==> src/design/bbwi_params.svh <==
// Constants for the burst boundary wait insertion block.
`ifndef BBWI_PARAMS_SVH
`define BBWI_PARAMS_SVH
`define BBWI_ADDR_W 22
`define BBWI_LAT_W 3
`define BBWI_LAT_MAX 3'h4
`define BBWI_LAT_BASE 4'h4
`define BBWI_BND_MASK 4'hF
`define BBWI_PARAM_BASE 22'h3F_8000
`define BBWI_PARAM_SHIFT 12
`define BBWI_MAIN_SHIFT 15
`define BBWI_MAIN_TOP 7'h7E
`define BBWI_PARAM_IDX_BASE 8'h7F
`endif

==> src/design/bbwi_pkg.sv <==
// Types for the burst boundary wait insertion block.
package bbwi_pkg;
    typedef enum logic [1:0] {BBWI_IDLE, BBWI_LAT, BBWI_RUN, BBWI_WAIT} bbwi_state_type;
endpackage

==> src/design/bbwi_block_map.sv <==
// Top-boot block map decoder.
`timescale 1ns/1ps
`include "bbwi_params.svh"
module bbwi_block_map
    import bbwi_pkg::*;
#(
    parameter int ADDR_W = `BBWI_ADDR_W
)
(
    // Address in
    input wire logic [ADDR_W-1:0] addr,
    // Decode out
    output logic is_param_block,
    output logic [7:0] block_index
);
    // ------------------------------------------------------------
    // Decode
    // ------------------------------------------------------------
    always_comb
    begin
        is_param_block = (addr >= `BBWI_PARAM_BASE);
        if (is_param_block)
        begin
            block_index = `BBWI_PARAM_IDX_BASE + {5'h00, addr[14:12]};
        end
        else
        begin
            block_index = {1'b0, addr[21:15]};
        end
    end
endmodule

==> src/design/bbwi_burst.sv <==
// Burst sequencer with first-boundary wait insertion.
`timescale 1ns/1ps
`include "bbwi_params.svh"
module bbwi_burst
    import bbwi_pkg::*;
#(
    parameter int ADDR_W = `BBWI_ADDR_W
)
(
    // Clock and reset
    input wire logic clk_sys,
    input wire logic srst,
    // Burst control from host
    input wire logic burst_start,
    input wire logic burst_stop,
    input wire logic [ADDR_W-1:0] start_addr,
    input wire logic [2:0] initial_latency_code_bits,
    // Data path
    output logic [ADDR_W-1:0] burst_addr,
    output logic data_valid,
    output logic wait_active,
    output logic [2:0] extra_cycles,
    // Block map
    output logic is_param_block,
    output logic [7:0] block_index
);
    // ------------------------------------------------------------
    // State
    // ------------------------------------------------------------
    bbwi_state_type state_r, state_nxt;
    logic [ADDR_W-1:0] addr_r, addr_nxt;
    logic [3:0] cnt_r, cnt_nxt;
    logic [2:0] extra_r, extra_nxt;
    logic crossed_r, crossed_nxt;
    logic valid_r, valid_nxt;
    logic [4:0] diff;
    logic [2:0] lat_eff;
    logic at_boundary;

    // Codes above the top setting are clamped so the count stays in range.
    assign lat_eff = (initial_latency_code_bits > `BBWI_LAT_MAX) ? `BBWI_LAT_MAX
                     : initial_latency_code_bits;
    // Residue plus code minus four, as a 5-bit signed-style difference.
    assign diff = {2'b00, start_addr[2:0]} + {2'b00, lat_eff} - 5'h04;
    // Boundary at low nibble all ones, and at address zero.
    assign at_boundary = (addr_r[3:0] == `BBWI_BND_MASK) || (addr_r == '0);

    always_comb
    begin
        state_nxt = state_r;
        addr_nxt = addr_r;
        cnt_nxt = cnt_r;
        extra_nxt = extra_r;
        crossed_nxt = crossed_r;
        valid_nxt = 1'b0;
        case (state_r)
            BBWI_IDLE:
            begin
                if (burst_start)
                begin
                    addr_nxt = start_addr;
                    extra_nxt = diff[4] ? 3'h0 : diff[2:0];
                    cnt_nxt = `BBWI_LAT_BASE + {1'b0, lat_eff} - 4'h2;
                    crossed_nxt = 1'b0;
                    state_nxt = BBWI_LAT;
                end
            end
            BBWI_LAT:
            begin
                if (cnt_r == 4'h0)
                begin
                    valid_nxt = 1'b1;
                    state_nxt = BBWI_RUN;
                end
                else
                begin
                    cnt_nxt = cnt_r - 4'h1;
                end
            end
            BBWI_RUN:
            begin
                valid_nxt = 1'b1;
                // First crossing waits; a start word that sits on a boundary counts as the crossing.
                if (at_boundary && !crossed_r && valid_r && extra_r != 3'h0)
                begin
                    crossed_nxt = 1'b1;
                    cnt_nxt = {1'b0, extra_r} - 4'h1;
                    valid_nxt = 1'b0;
                    state_nxt = BBWI_WAIT;
                end
                else
                begin
                    if (at_boundary && valid_r)
                    begin
                        crossed_nxt = 1'b1;
                    end
                    addr_nxt = addr_r + 1'b1;
                end
            end
            BBWI_WAIT:
            begin
                valid_nxt = 1'b0;
                if (cnt_r == 4'h0)
                begin
                    addr_nxt = addr_r + 1'b1;
                    valid_nxt = 1'b1;
                    state_nxt = BBWI_RUN;
                end
                else
                begin
                    cnt_nxt = cnt_r - 4'h1;
                end
            end
            default:
            begin
                state_nxt = BBWI_IDLE;
            end
        endcase
        if (burst_stop)
        begin
            state_nxt = BBWI_IDLE;
            valid_nxt = 1'b0;
        end
    end

    always_ff @(posedge clk_sys)
    begin
        if (srst)
        begin
            state_r <= BBWI_IDLE;
            addr_r <= '0;
            cnt_r <= 4'h0;
            extra_r <= 3'h0;
            crossed_r <= 1'b0;
            valid_r <= 1'b0;
        end
        else
        begin
            state_r <= state_nxt;
            addr_r <= addr_nxt;
            cnt_r <= cnt_nxt;
            extra_r <= extra_nxt;
            crossed_r <= crossed_nxt;
            valid_r <= valid_nxt;
        end
    end

    // ------------------------------------------------------------
    // Outputs
    // ------------------------------------------------------------
    assign burst_addr = addr_r;
    assign data_valid = valid_r;
    assign wait_active = (state_r == BBWI_WAIT);
    assign extra_cycles = extra_r;

    bbwi_block_map #(.ADDR_W(ADDR_W)) u_map
    (
        .addr(addr_r),
        .is_param_block(is_param_block),
        .block_index(block_index)
    );

    // ------------------------------------------------------------
    // Checks
    // ------------------------------------------------------------
    wait_holds_addr_a: assert property (@(posedge clk_sys) disable iff (srst)
        (state_r == BBWI_WAIT && state_nxt == BBWI_WAIT) |=> $stable(addr_r))
        else $error("Address moved during wait.");
    wait_no_data_a: assert property (@(posedge clk_sys) disable iff (srst)
        wait_active |-> !data_valid)
        else $error("Data valid during wait.");
    wait_once_a: assert property (@(posedge clk_sys) disable iff (srst)
        (state_r == BBWI_RUN && crossed_r) |=> state_r != BBWI_WAIT)
        else $error("Second boundary waited.");
    extra_range_a: assert property (@(posedge clk_sys) disable iff (srst)
        (state_r == BBWI_IDLE && burst_start && !burst_stop && start_addr[2:0] == 3'h7
         && initial_latency_code_bits == 3'h4) |=> extra_r == 3'h7)
        else $error("Extra count wrong for top case.");
    extra_zero_a: assert property (@(posedge clk_sys) disable iff (srst)
        (state_r == BBWI_IDLE && burst_start && start_addr[2:0] == 3'h0) |=> extra_r == 3'h0)
        else $error("Group zero needs no extra cycles.");
    param_decode_a: assert property (@(posedge clk_sys) disable iff (srst)
        (addr_r[21:12] == 10'h3F8) |-> (is_param_block && block_index == 8'h7F))
        else $error("Lowest parameter block misdecoded.");
    main_decode_a: assert property (@(posedge clk_sys) disable iff (srst)
        (addr_r[21:15] == 7'h7E) |-> (!is_param_block && block_index == 8'h7E))
        else $error("Highest main block misdecoded.");
    boundary_set_a: assert property (@(posedge clk_sys) disable iff (srst)
        (state_r == BBWI_RUN && valid_r && addr_r[3:0] == 4'hF && !burst_stop) |=> crossed_r)
        else $error("Boundary not recorded.");
    zero_boundary_a: assert property (@(posedge clk_sys) disable iff (srst)
        (state_r == BBWI_RUN && valid_r && addr_r == '0 && !burst_stop) |=> crossed_r)
        else $error("Address zero not recorded as a boundary.");
    start_capture_a: assert property (@(posedge clk_sys) disable iff (srst)
        (state_r == BBWI_IDLE && burst_start && !burst_stop)
        |=> (state_r == BBWI_LAT && burst_addr == $past(start_addr)))
        else $error("Start address not captured.");
    lat_first_valid_a: assert property (@(posedge clk_sys) disable iff (srst)
        (state_r == BBWI_LAT && cnt_r == 4'h0 && !burst_stop) |=> data_valid)
        else $error("First word missing after latency.");
    wait_resume_a: assert property (@(posedge clk_sys) disable iff (srst)
        (state_r == BBWI_WAIT && cnt_r == 4'h0 && !burst_stop)
        |=> (data_valid && burst_addr == ADDR_W'($past(addr_r) + 1'b1)))
        else $error("Burst did not resume after wait.");
    run_advance_a: assert property (@(posedge clk_sys) disable iff (srst)
        (state_r == BBWI_RUN && crossed_r && !burst_stop)
        |=> (data_valid && burst_addr == ADDR_W'($past(addr_r) + 1'b1)))
        else $error("Later boundary stalled the burst.");

    // ------------------------------------------------------------
    // Wait length monitor
    // ------------------------------------------------------------
    // Counts inserted cycles on its own, so a wrong reload of the
    // wait counter shows up as a length that differs from the count.
    logic [3:0] wait_seen_r, wait_seen_nxt;

    always_comb
    begin
        wait_seen_nxt = 4'h0;
        if (state_r == BBWI_WAIT)
        begin
            wait_seen_nxt = wait_seen_r + 4'h1;
        end
    end

    always_ff @(posedge clk_sys)
    begin
        if (srst)
        begin
            wait_seen_r <= 4'h0;
        end
        else
        begin
            wait_seen_r <= wait_seen_nxt;
        end
    end

    wait_length_a: assert property (@(posedge clk_sys) disable iff (srst)
        (state_r == BBWI_RUN && wait_seen_r != 4'h0) |-> wait_seen_r == {1'b0, extra_r})
        else $error("Wait length differs from extra count.");
endmodule

==> config.mk <==
export PLATFORM = sky130hd
export DESIGN_NAME = bbwi_burst
export DESIGN_NICKNAME = d
export VERILOG_FILES = /design/src/design/bbwi_pkg.sv /design/src/design/bbwi_block_map.sv /design/src/design/bbwi_burst.sv
export VERILOG_INCLUDE_DIRS = /design/src /design/src/design
export SDC_FILE = /design/constraint.sdc
export NUM_CORES = 1
export LEC_CHECK = 0
export ABC_CLOCK_PERIOD_IN_PS = 2260
export BUFFER_PORTS_ARGS = -buffer_cell sky130_fd_sc_hd__buf_2
export CELL_PAD_IN_SITES_DETAIL_PLACEMENT = 1
export CELL_PAD_IN_SITES_GLOBAL_PLACEMENT = 1
export CORE_AREA = 8 8 77 106
export DETAILED_ROUTE_END_ITERATION = 8
export DIE_AREA = 0 0 85 114
export PLACE_DENSITY = 0.89
export SLEW_MARGIN = 20
export SYNTH_ARGS = -nofsm -noshare
export SYNTH_HDL_FRONTEND = slang
export SYNTH_SLANG_ARGS = --single-unit
==> constraint.sdc <==
create_clock -name clk_sys -period 2.26 [get_ports clk_sys]
set_input_delay 0.452 -clock clk_sys [delete_from_list [all_inputs] [get_ports clk_sys]]
set_output_delay 0.452 -clock clk_sys [all_outputs]
set_load 0.01 [all_outputs]
==> flow_summary.yaml <==
setup_path:
  cp_max_fo: 6
  arrival_ns: 2.48
  r2r_end: "burst_addr[8]"
  cp.required_ns: 2.43
  crit_type: "reg -> reg"
  end_kind: "register"
  r2r_start: "burst_addr[6]"
  r2r_slack_ns: -0.05
  reg2reg_depth: 6
  critPathLaunchType: "register"
global_route:
  overflow: 0
  antenna_found_initial: 0
  grt_max_degree: 33
  grt.total_usage_pct: 20.9
  grt_pass1_vias: 3164
  grt_pass1_wl_mm: 16.2
pwr:
  p_leak_nw: 1.39
  fin_total_pwr_mw: 1.68
  peakVddDrop_v: 0.000279
  power.density_mw_per_mm2: 516
synth:
  yosys_most_used_dff: "dfxtp_1"
  synth-edff-count: 0
  synth.distinct_cells: 65
  synthCells: 305
  synth_area_mm2: 0.00247
  synth_async_sr_flop_share_pct: 0
  avgSynthCellArea_um2: 8.11
  synth_fp_nets: 346
  ys_seq_area_share_pct: 26.7
  synth_warnings: 0
  ys_seq_elements: 33
floorplan:
  rows: 35
  coreArea_mm2: 0.00653
  fp.dieW_um: 85
  fp.dieH_um: 114
  pin_count: 65
  start_util_pct: 37.9
  die_area_mm2: 0.00969
clock_network:
  cts_tree: "built"
  path_clk_slew_ns: 0.07
  htreeDepth: 2
  holdBufCountCts: 0
  clock-root-buffer: "clkbuf_8"
  cts_sinks: 33
  numCtsBuffers: 5
  clk_latency_ns: 0.31
  cts_buffer_depth: 2
layout:
  final_common_cell: "buf_2"
  syn_to_final_growth_pct: 31.3
  fin_nets: 435
  n_fill_cell: 825
  antennaDiodeCount: 0
  final-instance-count-excl-fill: 469
  final_cell_mix: "64 x buf_2, 40 x buf_4, 32 x nand2_1, 30 x dfxtp_1, 25 x a21oi_1"
  fin_util_pct: 49.8
  drive_gt1_share_pct: 34.9
placement:
  gp_congestion: 0.840
  portBuffers: 64
  place_hpwl_mm: 7.16
  dp_cells: 459
timing:
  finalSetupViolCount: 1
  fin_setup_tns_ns: -0.0500
  tightest_slew_ns: 0.687
  slew_viol_final: 0
  fin_ws_ns: -0.0500
  hold_viol: 0
  max_freq_ghz: 0.433
  relSlewSlack_pct: 53.8
  fin_skew_ns: 0.0129
  fin_crit_sh_pct: 102
  min_period_ns: 2.31
route:
  wl_mm: 9.95
  avgViaCountPerCell: 6.18
  routedWlPerCell_um: 21.2
  drtIter0Drc: 147
  postRouteAntennaNets: 0
  num_vias: 2898
  drc: 0
  first_pass_iters: 4
flow_run:
  max_cap_violations: 0
status:
  violations: "setup timing"
  status: "finished with violations"
min_path:
  min_path_type: "in -> reg"
  min-delay-start: "burst_stop"
  holdPathEnd: "data_valid"
  whs_path_depth: 2
==> kinds of logic after synthesis <==
group	count (synthesis)	share of synthesized area, %
adder cells (fa/ha/maj)	12	6.07
XOR/XNOR	5	1.77
buffers and inverters	41	6.62
AND/OR/NAND/NOR	103	23.8
flip-flops	33	26.7
multiplexers	8	3.34
AO/OA/AOI/OAI	103	31.7
==> state kept, by name, summed over array words and instances, names as in the netlist <==
register / flops
burst_addr: 22
cnt_r: 4
crossed_r: 1
data_valid: 1
extra_cycles: 3
state_r: 2
==> worst max-delay path: stages, from the launching register on <==
cell	delay [ns]
dfxtp_1	0.40
nor4_1	0.64
nand3_2	0.22
o221a_2	0.37
buf_4	0.17
o21ai_0	0.25
a221oi_1	0.13
==> final cells by class <==
class                      count  area [um2]  area share [%]
inverter                      18        67.6            2.08
multi-input combinational    231        1690            52.0
tap                           74        92.6            2.85
sequential                    33         667            20.5
clock buffer                   7        96.3            2.96
clock inverter                 1        5.00           0.154
timing repair buffer         105         632            19.4
==> per-stage QoR <==
stage,instance area (um2),setup WS [ns],hold slack (ns)
final,3250,-0.0500,0.349
after floorplan,2470,0.272,0.428
after detailed placement,3090,0.102,0.448
after global placement,3090,0.206,0.436
after CTS,3200,0.0154,0.341
after global routing,3250,-0.0927,0.367
==> how the worst max path moves through the flow <==
stage                         startpoint             end  slack (ns)  cells past startpoint
after global routing       burst_addr[6]   burst_addr[8]       -0.09                      6
final                      burst_addr[6]   burst_addr[8]       -0.05                      6
after global placement    burst_addr[18]   burst_addr[6]        0.21                      8
after floorplan            burst_addr[1]  burst_addr[20]        0.27                      7
after CTS                 burst_addr[18]   burst_addr[6]        0.02                      8
after detailed placement  burst_addr[18]   burst_addr[6]        0.10                      8
==> repair_timing <==
| item | 4_1_cts | 5_1_grt |
|---|---|---|
| buffers inserted | 0 | 2 |
| pin swaps | 0 | 3 |
| endpoints found under the setup margin | 7 | 29 |
| resized for setup | 3 | 9 |
==> report_power, final <==
part / internal [mW] / switching, mW / total [mW]
sequential: 0.622 / 0.0603 / 0.682
clock: 0.276 / 0.246 / 0.522
combinational: 0.211 / 0.263 / 0.474
total: 1.11 / 0.570 / 1.68
==> layer usage <==
metal	wire length (um)	vias to the layer above	part of all wire [%]	track usage (%)
li1	-	1358	-	-
met1	3460	1418	35	20.0
met2	5430	93	55	38.3
met3	589	29	5.9	5.54
met4	474	0	4.8	13.6
met5	0	-	0	0
==> cells in the mapped netlist, drive strengths merged (3+ instances only) <==
master | instances | area share [%]
a22oi | 5 | 1.5
nor2b | 4 | 1.0
nor3 | 11 | 2.2
dfxtp | 33 | 27
a21boi | 3 | 0.91
a32oi | 4 | 1.4
and2 | 5 | 1.3
or3 | 4 | 1.0
a31oi | 8 | 2.0
nor2 | 8 | 1.2
or4 | 3 | 0.91
o2111ai | 3 | 1.1
nand4 | 8 | 2.9
a32o | 6 | 2.4
nand2 | 32 | 4.9
o32ai | 7 | 2.8
clkbuf | 13 | 2.0
inv | 17 | 2.6
ha | 12 | 6.1
a21oi | 25 | 5.1
a211oi | 5 | 1.5
xnor2 | 4 | 1.4
and3 | 4 | 1.0
buf | 10 | 1.9
nand3 | 8 | 1.8
a2111o | 6 | 2.7
nor4 | 8 | 2.9
o21ai | 7 | 1.6
mux2i | 6 | 2.4
Power figures use the tool's default switching activity.
